$ cat config.mk
export PLATFORM = sky130hd
export DESIGN_NAME = sdbg_top
export DESIGN_NICKNAME = d
export VERILOG_FILES = /design/src/sdbg_pkg.sv /design/src/sdbg_top.sv
export SDC_FILE = /design/constraint.sdc
export NUM_CORES = 1
export LEC_CHECK = 0
export BUFFER_PORTS_ARGS = -buffer_cell sky130_fd_sc_hd__buf_2
export CAP_MARGIN = 40
export CORE_MARGIN = 2
export CORE_UTILIZATION = 40
export CTS_BUF_LIST = sky130_fd_sc_hd__clkbuf_2
export DETAILED_ROUTE_END_ITERATION = 10
export GPL_TIMING_DRIVEN = 0
export HOLD_SLACK_MARGIN = 0.15
export PLACE_DENSITY = 0.67
export SLEW_MARGIN = 40
export SYNTH_ARGS = -nofsm -noshare
export SYNTH_HDL_FRONTEND = slang
export SYNTH_HIERARCHICAL = 1
export SYNTH_SLANG_ARGS = --single-unit
$ cat constraint.sdc
create_clock -name core_clk -period 3.05 [get_ports core_clk]
set_input_delay 0.305 -clock core_clk [delete_from_list [all_inputs] [get_ports core_clk]]
set_output_delay 0.305 -clock core_clk [all_outputs]
set_load 0.03 [all_outputs]
$ cat src/sdbg_pkg.sv
// constants, types and states for the single pin debug unit
// How it works
// - one shared open-drain debug pin
// - never transmit while receiving, and vice versa
// - start low, eight bits lsb first, stop high
// - debug mode halts instruction fetch
// - clocks and peripherals keep running
// - debug mode entry leaves halt state
// - refresh enabled watchdog throughout debug mode
// - breakpoint instruction enters debug mode
// - pin low at reset end enters debug
// - small package needs 32-bit key under reset
// - writing mode bit zero leaves debug
// - system resets leave debug mode
// - pin low in stop starts reset
// - reply may start mid stop bit, once it is sampled
// - transmitter, receiver, autobaud, controller parts
// - slowest baud is clock over 512
// - nine low bits is break, reset autobaud
// - errors abort, send four-character break, rebaud
package sdbg_pkg;
  localparam int unsigned CLK_HZ            = 100_000_000;
  localparam int unsigned SDBG_HOST_HOLD_CYC = 5000;
  localparam logic [9:0]  SDBG_MAX_BITP     = 10'h200;
  localparam logic [9:0]  SDBG_MIN_BITP     = 10'h004;
  localparam logic [12:0] SDBG_BAUD_MAX_CNT = 13'h1007;
  localparam logic [3:0]  SDBG_BREAK_BITS   = 4'h9;
  localparam logic [3:0]  SDBG_STOP_IDX     = 4'h9;
  localparam logic [5:0]  SDBG_BRK_TX_BITS  = 6'h28;
  localparam logic [31:0] SDBG_UNLOCK_KEY   = 32'hebaa70cd ^ 32'h00f00000;
  localparam logic [1:0]  SDBG_KEY_LAST     = 2'h3;
  localparam int unsigned SDBG_FIFO_DEPTH   = 32;
  localparam int unsigned SDBG_DATA_W       = 8;

  typedef enum logic [6:0] {
    ST_BAUD_WAIT  = 7'h01,
    ST_BAUD_MEAS  = 7'h02,
    ST_IDLE       = 7'h04,
    ST_RX         = 7'h08,
    ST_TX         = 7'h10,
    ST_BREAK_TX   = 7'h20,
    ST_BREAK_WAIT = 7'h40
  } sdbg_state_t;

  typedef struct packed {
    logic brk_exec;
    logic brk_enable;
    logic mode_set;
    logic mode_clr;
    logic stop_mode;
    logic halt_mode;
    logic wdt_enabled;
    logic sys_reset;
    logic small_pkg;
    logic rst_pin_low;
  } sdbg_sys_t;

  typedef struct packed {
    logic fetch_halt;
    logic halt_exit;
    logic wdt_refresh;
    logic sys_reset_req;
  } sdbg_cpu_t;
endpackage

$ cat src/sdbg_top.sv
// single pin debug unit: autobaud, receiver, transmitter, mode control and tx fifo
`timescale 1ns/1ps
`default_nettype none

module sdbg_fifo #(
  parameter int unsigned W = 8,
  parameter int unsigned D = 32
) (
  input  wire logic         core_clk, // system clock
  input  wire logic         rst,      // sync reset, active high
  input  wire logic         clr,      // flush contents
  input  wire logic [W-1:0] in_data,  // write data
  input  wire logic         in_valid, // write request
  output logic              in_ready, // not full
  output logic      [W-1:0] out_data, // head word
  output logic              out_valid,// not empty
  input  wire logic         out_ready // head consumed
);
  localparam int unsigned AW = $clog2(D);
  logic [W-1:0]  mem_r [D];
  logic [AW-1:0] wp_r, rp_r, wp_nxt, rp_nxt;
  logic [AW:0]   cnt_r, cnt_nxt;
  logic          wr, rd;

  always_comb begin
    in_ready  = (cnt_r != D[AW:0]);
    out_valid = (cnt_r != '0);
    out_data  = mem_r[rp_r];
    wr        = in_valid && in_ready;
    rd        = out_valid && out_ready;
    wp_nxt    = wr ? wp_r + 1'b1 : wp_r;
    rp_nxt    = rd ? rp_r + 1'b1 : rp_r;
    cnt_nxt   = cnt_r + {{AW{1'b0}}, wr} - {{AW{1'b0}}, rd};
    if (clr) begin
      wp_nxt  = '0;
      rp_nxt  = '0;
      cnt_nxt = '0;
    end
  end

  always_ff @(posedge core_clk) begin
    if (wr) begin
      mem_r[wp_r] <= in_data;
    end
    if (rst) begin
      wp_r  <= '0;
      rp_r  <= '0;
      cnt_r <= '0;
    end else begin
      wp_r  <= wp_nxt;
      rp_r  <= rp_nxt;
      cnt_r <= cnt_nxt;
    end
  end
endmodule

module sdbg_top
  import sdbg_pkg::*;
(
  input  wire logic       core_clk,            // system clock, 100 MHz
  input  wire logic       rst,                 // sync reset of the unit, active high
  input  wire logic       debug_serial_pin_i,  // debug pin level
  output logic            debug_serial_pin_o,  // debug pin drive value, always low
  output logic            debug_serial_pin_oe, // high while pulling the pin low
  input  wire sdbg_sys_t  sys,                 // cpu and system status
  output sdbg_cpu_t       cpu,                 // controls toward the cpu
  input  wire logic [7:0] tx_data,             // reply byte from the controller
  input  wire logic       tx_valid,            // reply byte offered
  output logic            tx_ready,            // reply fifo has room
  output logic      [7:0] rx_data,             // received byte
  output logic            rx_valid,            // one-cycle pulse per byte
  output logic            cmd_abort,           // one-cycle pulse on a link error
  output logic            baud_locked          // baud rate measured
);
  sdbg_state_t state_r, state_nxt;
  logic        pin_s1_r, pin_s2_r;
  logic [12:0] cnt_r, cnt_nxt;
  logic [9:0]  bitp_r, bitp_nxt;
  logic [5:0]  idx_r, idx_nxt;
  logic [3:0]  lowrun_r, lowrun_nxt;
  logic [9:0]  sh_r, sh_nxt;
  logic        oe_r, oe_nxt;
  logic [7:0]  rxd_r, rxd_nxt;
  logic        rxv_r, rxv_nxt, err_r, err_nxt, flush;
  logic        mode_r, mode_nxt, strap_r, strap_nxt, in_rst_r;
  logic        unlk_r, unlk_nxt, link_en;
  logic [1:0]  key_r, key_nxt;
  logic [7:0]  f_data;
  logic        f_valid, f_pop;
  logic [12:0] mid;

  // two flops; only the second stage is ever looked at
  always_ff @(posedge core_clk) begin
    pin_s1_r <= debug_serial_pin_i;
    pin_s2_r <= pin_s1_r;
  end

  sdbg_fifo #(.W(SDBG_DATA_W), .D(SDBG_FIFO_DEPTH)) u_txq (
    .core_clk  (core_clk),
    .rst       (rst),
    .clr       (flush),
    .in_data   (tx_data),
    .in_valid  (tx_valid),
    .in_ready  (tx_ready),
    .out_data  (f_data),
    .out_valid (f_valid),
    .out_ready (f_pop)
  );

  // locked small package: pin only listens for the key while reset pin is low
  assign link_en = !sys.small_pkg || unlk_r || sys.rst_pin_low;
  assign mid     = {4'h0, bitp_r[9:1]};

  // serial engine: autobaud, receive, transmit, break
  always_comb begin
    state_nxt  = state_r;
    cnt_nxt    = cnt_r;
    bitp_nxt   = bitp_r;
    idx_nxt    = idx_r;
    lowrun_nxt = lowrun_r;
    sh_nxt     = sh_r;
    oe_nxt     = 1'b0;
    rxd_nxt    = rxd_r;
    rxv_nxt    = 1'b0;
    err_nxt    = 1'b0;
    f_pop      = 1'b0;
    case (state_r)
      ST_BAUD_WAIT: begin
        cnt_nxt = '0;
        if (!pin_s2_r) begin
          state_nxt = ST_BAUD_MEAS;
        end
      end
      ST_BAUD_MEAS: begin
        cnt_nxt = cnt_r + 13'h1; // low cycles so far, the one seen in baud-wait included
        if (cnt_nxt > SDBG_BAUD_MAX_CNT) begin
          state_nxt = ST_BREAK_WAIT; // too slow: treated as a break, long strap holds land here
        end else if (pin_s2_r) begin
          bitp_nxt  = cnt_nxt[12:3]; // eight low bits of 80h
          state_nxt = (cnt_nxt[12:3] < SDBG_MIN_BITP) ? ST_BAUD_WAIT : ST_IDLE;
        end
      end
      ST_IDLE: begin
        lowrun_nxt = '0;
        idx_nxt    = '0;
        if (!pin_s2_r) begin
          state_nxt = ST_RX; // receive has priority, never start tx over it
          cnt_nxt   = mid;   // first sample lands mid start bit
        end else if (f_valid && (unlk_r || !sys.small_pkg)) begin
          f_pop     = 1'b1;  // reply may start once the stop bit is sampled, mid bit
          sh_nxt    = {1'b1, f_data, 1'b0};
          oe_nxt    = 1'b1;
          cnt_nxt   = {3'h0, bitp_r} - 13'h1;
          state_nxt = ST_TX;
        end
      end
      ST_RX: begin
        cnt_nxt = cnt_r - 13'h1;
        if (cnt_r == '0) begin
          cnt_nxt    = {3'h0, bitp_r} - 13'h1;
          idx_nxt    = idx_r + 6'h1;
          lowrun_nxt = pin_s2_r ? 4'h0 : lowrun_r + 4'h1;
          if (idx_r == '0 && pin_s2_r) begin
            state_nxt = ST_IDLE; // glitch, not a start bit
          end else if (!pin_s2_r && lowrun_r == SDBG_BREAK_BITS - 4'h1) begin
            err_nxt   = 1'b1; // break
            idx_nxt   = '0;
            state_nxt = ST_BREAK_TX;
          end else if (idx_r[3:0] == SDBG_STOP_IDX) begin
            if (pin_s2_r) begin
              rxv_nxt   = 1'b1;
              state_nxt = ST_IDLE;
            end else begin
              err_nxt   = 1'b1; // framing error
              idx_nxt   = '0;
              state_nxt = ST_BREAK_TX;
            end
          end else if (idx_r != '0) begin
            rxd_nxt = {pin_s2_r, rxd_r[7:1]}; // lsb first
          end
        end
      end
      ST_TX: begin
        cnt_nxt = cnt_r - 13'h1;
        oe_nxt  = !sh_r[0]; // drive only low bits, release high ones
        if (cnt_r == mid && sh_r[0] && !pin_s2_r) begin
          err_nxt   = 1'b1; // collision: host pulled a released bit low
          idx_nxt   = '0;
          oe_nxt    = 1'b1;
          state_nxt = ST_BREAK_TX;
        end else if (cnt_r == '0) begin
          cnt_nxt = {3'h0, bitp_r} - 13'h1;
          idx_nxt = idx_r + 6'h1;
          sh_nxt  = {1'b1, sh_r[9:1]};
          oe_nxt  = !sh_r[1];
          if (idx_r[3:0] == SDBG_STOP_IDX) begin
            oe_nxt    = 1'b0;
            state_nxt = ST_IDLE;
          end
        end
      end
      ST_BREAK_TX: begin
        oe_nxt  = 1'b1; // four characters of solid low
        cnt_nxt = cnt_r - 13'h1;
        if (cnt_r == '0) begin
          cnt_nxt = {3'h0, bitp_r} - 13'h1;
          idx_nxt = idx_r + 6'h1;
          if (idx_r == SDBG_BRK_TX_BITS - 6'h1) begin
            oe_nxt    = 1'b0;
            state_nxt = ST_BREAK_WAIT;
          end
        end
      end
      ST_BREAK_WAIT: begin
        if (pin_s2_r && !oe_r) begin
          state_nxt = ST_BAUD_WAIT; // rebaud with 80h
        end
      end
      default: state_nxt = ST_BAUD_WAIT;
    endcase
    if (!link_en) begin
      state_nxt = ST_BAUD_WAIT;
      oe_nxt    = 1'b0;
    end
  end

  assign flush = err_r || !link_en;

  always_ff @(posedge core_clk) begin
    if (rst) begin
      state_r  <= ST_BAUD_WAIT;
      cnt_r    <= '0;
      bitp_r   <= SDBG_MAX_BITP;
      idx_r    <= '0;
      lowrun_r <= '0;
      sh_r     <= '1;
      oe_r     <= 1'b0;
      rxd_r    <= '0;
      rxv_r    <= 1'b0;
      err_r    <= 1'b0;
    end else begin
      state_r  <= state_nxt;
      cnt_r    <= cnt_nxt;
      bitp_r   <= bitp_nxt;
      idx_r    <= idx_nxt;
      lowrun_r <= lowrun_nxt;
      sh_r     <= sh_nxt;
      oe_r     <= oe_nxt;
      rxd_r    <= rxd_nxt;
      rxv_r    <= rxv_nxt;
      err_r    <= err_nxt;
    end
  end

  // debug mode, strap and unlock key
  always_comb begin
    mode_nxt  = mode_r;
    strap_nxt = strap_r;
    unlk_nxt  = unlk_r;
    key_nxt   = key_r;
    if (sys.mode_clr) begin
      mode_nxt = 1'b0;
    end
    if (sys.mode_set || (sys.brk_exec && sys.brk_enable)) begin
      mode_nxt = 1'b1; // set wins over a same-cycle clear
    end
    if (sys.sys_reset) begin
      mode_nxt  = 1'b0;
      strap_nxt = !pin_s2_r && link_en; // last reset cycle's value survives
    end else if (in_rst_r) begin
      mode_nxt  = strap_r;
    end
    if (rxv_r && sys.small_pkg && !unlk_r && sys.rst_pin_low) begin
      if (rxd_r == SDBG_UNLOCK_KEY[31 - 8*key_r -: 8]) begin
        key_nxt  = key_r + 2'h1;
        unlk_nxt = (key_r == SDBG_KEY_LAST);
      end else begin
        key_nxt = '0;
      end
    end
  end

  always_ff @(posedge core_clk) begin
    if (rst) begin
      mode_r   <= 1'b0;
      strap_r  <= 1'b0;
      in_rst_r <= 1'b0;
      unlk_r   <= 1'b0;
      key_r    <= '0;
    end else begin
      mode_r   <= mode_nxt;
      strap_r  <= strap_nxt;
      in_rst_r <= sys.sys_reset;
      unlk_r   <= unlk_nxt;
      key_r    <= key_nxt;
    end
  end

  // clock is never gated here; peripherals run on in debug mode
  always_comb begin
    cpu.fetch_halt    = mode_r;
    cpu.halt_exit     = mode_r && sys.halt_mode;
    cpu.wdt_refresh   = mode_r && sys.wdt_enabled;
    cpu.sys_reset_req = sys.stop_mode && !pin_s2_r && link_en;
  end

  assign debug_serial_pin_o  = 1'b0;
  assign debug_serial_pin_oe = oe_r;
  assign rx_data             = rxd_r;
  assign rx_valid            = rxv_r;
  assign cmd_abort           = err_r;
  assign baud_locked         = !(state_r inside {ST_BAUD_WAIT, ST_BAUD_MEAS});

  chk_brk_enter: assert property (@(posedge core_clk) disable iff (rst)
    sys.brk_exec && sys.brk_enable && !sys.sys_reset |=> cpu.fetch_halt)
    else $error("breakpoint did not enter debug mode");
  chk_mode_exit: assert property (@(posedge core_clk) disable iff (rst)
    sys.mode_clr && !sys.mode_set && !sys.brk_exec && !in_rst_r |=> !cpu.fetch_halt)
    else $error("mode clear ignored");
  chk_reset_exit: assert property (@(posedge core_clk) disable iff (rst)
    sys.sys_reset ##1 sys.sys_reset |-> !cpu.fetch_halt)
    else $error("debug mode held through reset");
  chk_strap_entry: assert property (@(posedge core_clk) disable iff (rst)
    sys.sys_reset && !pin_s2_r && link_en ##1 !sys.sys_reset |=> cpu.fetch_halt)
    else $error("strap low did not enter debug mode");
  chk_halt_wdt: assert property (@(posedge core_clk) disable iff (rst)
    cpu.fetch_halt |-> (cpu.wdt_refresh == sys.wdt_enabled) && (cpu.halt_exit == sys.halt_mode))
    else $error("watchdog or halt handling wrong in debug");
  chk_stop_wake: assert property (@(posedge core_clk) disable iff (rst)
    sys.stop_mode && !pin_s2_r && !sys.small_pkg |-> cpu.sys_reset_req)
    else $error("pin low in stop did not request reset");
  chk_half_duplex: assert property (@(posedge core_clk) disable iff (rst)
    state_r == ST_RX |-> !debug_serial_pin_oe)
    else $error("driving pin while receiving");
  chk_start_low: assert property (@(posedge core_clk) disable iff (rst)
    state_r == ST_IDLE ##1 state_r == ST_TX |-> debug_serial_pin_oe)
    else $error("start bit not driven low");
  chk_baud_range: assert property (@(posedge core_clk) disable iff (rst)
    baud_locked |-> bitp_r >= SDBG_MIN_BITP && bitp_r <= SDBG_MAX_BITP)
    else $error("bit period out of range");
  chk_error_break: assert property (@(posedge core_clk) disable iff (rst)
    cmd_abort && link_en |-> state_r == ST_BREAK_TX ##1 debug_serial_pin_oe)
    else $error("error did not start a break");

  cov_baud: cover property (@(posedge core_clk) disable iff (rst)
    state_r == ST_BAUD_MEAS ##1 state_r == ST_IDLE);
  cov_rx_byte: cover property (@(posedge core_clk) disable iff (rst) rx_valid);
  cov_tx_done: cover property (@(posedge core_clk) disable iff (rst)
    state_r == ST_TX ##1 state_r == ST_IDLE);
  cov_break: cover property (@(posedge core_clk) disable iff (rst) cmd_abort);
endmodule

`default_nettype wire

# Word-level counts from Yosys, hierarchy flattened
# Memory sizes are Yosys's and may differ from the RTL's. A register that Yosys moved wholly into a read port is not among the register bits.
# Cells that the tools add are included.
# op_classes
n_bitwise	7
mux	64
shifts	1
addsub	11
magnitude_cmp	2
n_eq_ne	28
reduce_logical	52
# ops
operator	count
$mux 7	15
$pmux 13 s5	1
$mux 13	4
$pmux 7 s7	1
$mux 6	8
$mux 10	4
$shiftx 39x33->8 const A	1
$pmux 6 s4	1
$mux 1	20
$pmux 10 s2	1
$ne 2x2->1 const B	9
$logic_and 1x1->1	17
$add 13x1->13 const B	1
$eq 13x9->1	1
$gt 13x13->1 const B	1
$logic_not 13->1	1
$sub 13x1->13 const B	1
$ne 3x3->1 const B	4
$reduce_bool 6->1	2
$sub 10x1->11 const B	1
$add 5x1->5 const B	2
$lt 10x3->1 const B	1
$mux 5	2
$reduce_and 10->1	1
39 further kinds	65
# totals
reg_bits	85
n_memories	1
ramBits	256
out_inout_bits	18
in_bits	22
# memory_table
memory	words	width	rd	rd_ports_with_merged_regs	wr	line	text
u_txq.mem_r	32	8	1	1	1	sdbg_top.sv:20	logic [W-1:0] mem_r [D];

# Logic depth before layout (Yosys ltp)
# logic_depth
depth_word	9
depth_mapped	17

# Cells and area by module
# The synthesis kept the hierarchy.
# modules_own_cells
module	n_inst	seq_area_each_um2	cells_per_inst	area_per_inst_um2
sdbg_fifo	1	8107.8	621	11054.4
sdbg_top	1	1361.3	625	4749.6

# Least setup slack after synthesis
# Ideal clock, no wire load.
# synth_path
kind	reg-to-reg
start	register state_r[6]
end	register u_txq.cnt_r[4]
slack_ps	-202
setup_time_ps	127
required_time_ps	2923
n_path_buf	2
arrival_time_ps	3125
stages_incl_launch_ff	18
synth_period_minus_slack_ps	3252
cell_sequence	dfxtp_1 -> clkbuf_1 -> nor4_1 -> and3_1 -> clkbuf_2 -> nand2_1 -> nor2_1 -> nand2_1 -> inv_1 -> ha_1 -> inv_1 -> ha_1 -> inv_1 -> fa_1 -> nand2b_1 -> a21oi_1 -> o21a_1 -> nor3_1
# synth_via
elab_chain_len	4
# synth_rtl
item	line	text
start: declaration	sdbg_top.sv:75	sdbg_state_t state_r, state_nxt;
start signal: assignment	sdbg_top.sv:242	state_r <= state_nxt;
$eq 7x3->1	sdbg_top.sv:127	case (state_r)
$mux 1	sdbg_top.sv:127	
named net f_pop	sdbg_top.sv:89	logic f_valid, f_pop;
$logic_and 1x1->1	sdbg_top.sv:30	rd = out_valid && out_ready;
$sub 6x1->6	sdbg_top.sv:33	cnt_nxt = cnt_r + {{AW{1'b0}}, wr} - {{AW{1'b0}}, rd};
end signal: assignment	sdbg_top.sv:52	cnt_r <= cnt_nxt;
end: declaration	sdbg_top.sv:22	logic [AW:0] cnt_r, cnt_nxt;
# The timed path passes the listed nets, and every way through them passes these cells.
# A chain may end at the register's enable or synchronous reset.

==> impl_metrics.py <==
metrics = {
    "run_status": {
        "status": "finished, final reports clean",
    },
    "sta": {
        "min_period_ns": 2.908,
        "final-max-slew-violation-count": 0,
        "setup_viol": 0,
        "maxSlewHeadroom_pct": 39.24,
        "rsz0062_at_grt": "no",
        "tightest_slew_ns": 0.9081,
        "worst_hold_slack_ns": 0.3252,
        "finalHoldViolCount": 0,
        "timing.final.crit_share_pct": 95.33,
        "finClkSkew_ns": 0.1170,
        "tns_ns": 0,
        "max_freq_mhz": 343.9,
    },
    "cells_and_area": {
        "final_common_cell": "edfxtp_1",
        "syn_to_final_growth_pct": 12.27,
        "fin_nets": 1440,
        "fillCellCount": 3483,
        "multi_input_area_um2": 5939,
        "final_cell_mix": "256 x edfxtp_1, 121 x clkbuf_2, 109 x nor2_1, 86 x dfxtp_1, 76 x mux2i_1",
        "drive_gt1_share_pct": 19.00,
        "register_area_um2": 9478,
    },
    "synthesis": {
        "syn_avg_cell_area_um2": 12.68,
        "ys_seq_area_share_pct": 59.92,
        "synth_edf_count": 256,
        "syn_inst": 1246,
        "synth_area_um2": 15800,
        "yosysUniqueCellTypes": 89,
        "synth_flop_cell": "edfxtp_1",
        "synth_seq_cells": 345,
        "synthesis.nets": 1297,
        "async_flop_share_pct": 0,
        "ys_warn_count": 6,
    },
    "global_route": {
        "antenna_found_initial": 3,
        "grt_max_degree": 33,
        "grt_pass1_vias": 10720,
        "overflow": 0,
        "grt_pass1_wl_mm": 58.71,
        "grt_usage_pct": 18.33,
    },
    "clock_tree": {
        "worstSkewPairLatency_ns": 0.95,
        "cts_tree": "done",
        "cts_sinks": 345,
        "numCtsBuffers": 82,
        "clock-root-buffer": "clkbuf_2",
        "clockBufferDepth": 3,
        "h-tree-depth": 3,
        "clk_pin_slew_ns": 0.11,
    },
    "detailed_routing": {
        "vias": 10960,
        "avgViaCountPerCell": 5.570,
        "drc": 0,
        "drt_iter0_drc": 967,
        "wl_per_cell_um": 19.18,
        "ant_nets": 0,
        "dr.pass1.iters": 5,
        "routed_wl_mm": 37.72,
    },
    "floorplan": {
        "die_area_um2": 41120,
        "pin_count": 40,
        "dieWidth_um": 202.8,
        "coreArea_um2": 38830,
        "num_rows": 72,
        "die_y_um": 202.8,
        "start_util_pct": 40.70,
    },
    "worst_setup_path": {
        "path_class": "reg2reg",
        "worst_setup_path_end_kind": "flip-flop",
        "cp-start-kind": "flip-flop",
        "setup.worst_path.start": "cnt_r[9]",
        "arrival_ns": 3.64,
        "r2r-start": "cnt_r[9]",
        "cp_max_fo": 10,
        "cp.required_ns": 3.78,
    },
    "placed_design": {
        "place_congestion": 0.9045,
        "dp_hpwl_mm": 25.38,
        "place.port_buffers": 38,
    },
    "hold_path": {
        "hold_path_class": "in2reg",
        "min-delay-start": "sys[0]",
    },
    "power_and_ir_drop": {
        "ir_worst_vdd_uv": 413.0,
        "power_density_nw_per_um2": 484.9,
        "totalPowerFinal_w": 0.008604,
        "p_leak_nw": 6.118,
    },
    "job": {
        "max-cap-violations": 0,
    },
}
==> synthesized netlist by cell type, types with 5 or more instances <==
library cell  number  area, um2
nor2b_1            6      37.54
xor2_1            20      175.2
and3_1             9      56.30
o31ai_1            6      45.04
nor3_1            23      115.1
buf_2             20      100.1
nand3b_1           8      60.06
o21ai_0           40      200.2
clkbuf_1          47      176.4
nand2_1           64      240.2
a31oi_1            5      31.28
mux4_1            14      367.9
mux2i_1           76      760.7
o311ai_0           6      52.55
nand3_1           52      260.3
or3_1              9      56.30
ha_1              28      350.3
xnor2_1           29      254.0
a22oi_1           41      307.8
inv_1             39      146.4
mux4_2            18      405.4
a221oi_1          11      96.34
dfxtp_1           89       1782
a21oi_1           41      205.2
nor4_1             9      56.30
and2_1            11      68.82
nor2_1           117      439.2
nand4_1           25      156.4
edfxtp_1         256       7687
a22o_1            13      113.9
==> flip-flops by register name (all words and copies together), names as in the netlist, 2 cells and up, named ones only <==
| signal | flops |
|---|---|
| u_txq/wp_r | 5 |
| rx_data | 8 |
| key_r | 2 |
| bitp_r | 10 |
| u_txq/rp_r | 5 |
| lowrun_r | 4 |
| state_r | 7 |
| cnt_r | 13 |
| idx_r | 6 |
| u_txq/cnt_r | 6 |
| u_txq/mem_r | 256 |
| sh_r | 9 |
==> cell families (layout without fill, tap and decap cells) <==
kind of cell             count (synthesis)  in the layout  synth area share, %
AND/OR/NAND/NOR                        377            377                12.33
flip-flops                             345            345                59.92
AO/OA/AOI/OAI                          217            217                9.556
buffers and inverters                  119            320                3.341
multiplexers                           109            109                9.778
XOR/XNOR                                49             49                2.716
adder cells (fa/ha/maj)                 29             29                2.343
other                                    1              3              0.02373
==> where the power goes <==
part           switching (W)  internal (W)
Combinational       0.000400      0.000193
Clock                0.00178       0.00112
Sequential         0.0000263       0.00509
Total                0.00221       0.00640
==> stage by stage <==
stage,instances,utilization [%],instance area [um2],setup slack [ns]
2_1_floorplan,1246,-,15810,0.004731
3_3_place_gp,1802,42.88,16650,-0.5431
3_5_place_dp,1802,42.92,16660,-0.5912
4_1_cts,1962,45.40,17630,0.008404
5_1_grt,1967,45.70,17740,0.006057
6_report,1967,45.70,17740,0.1423
==> path summary, 6_finish.rpt <==
kind | cells past startpoint | endpoint | slack [ns]
min | 5 | state_r[0] | 0.33
max reg2reg | 8 | cnt_r[9] | 0.14
min reg2reg | 0 | pin_s2_r | 0.35
max | 8 | cnt_r[9] | 0.14
==> repair_timing <==
item,4_1_cts,5_1_grt
hold endpoints to repair,297,0
setup buffers,2,6
resized for setup,11,26
pin swaps,3,4
hold buffers,18,0
endpoints found under the setup margin,8,35
==> final cells by class <==
class | count | share of cell area [%]
multi-input cells | 782 | 33.47
plain buffers | 75 | 2.137
repair buffers | 63 | 2.369
clock inverters | 26 | 0.8039
flip-flops and latches | 345 | 53.42
well taps | 518 | 3.653
diodes | 2 | 0.02821
clock buffers | 116 | 3.272
inverters | 40 | 0.8462
==> routing by layer <==
layer | wire, um | vias to the layer above | global-route usage [%] | share of wire (%)
li1 | - | 5078 | - | -
met1 | 16670 | 5403 | 24.88 | 44
met4 | 896 | 0 | 6.856 | 2.4
met3 | 2291 | 78 | 3.403 | 6.1
met2 | 17870 | 397 | 29.38 | 47
met5 | 0 | - | 0 | 0
==> critical path, cell delays in order, from the launching register on <==
cell	delay [ns]
dfxtp_1	0.32
clkbuf_1	0.26
nor4_2	0.48
nand4_1	0.50
a21oi_2	0.43
a21boi_4	0.15
o21ai_0	0.20
a31oi_1	0.06
a221oi_1	0.39
Power figures use the tool's default switching activity.
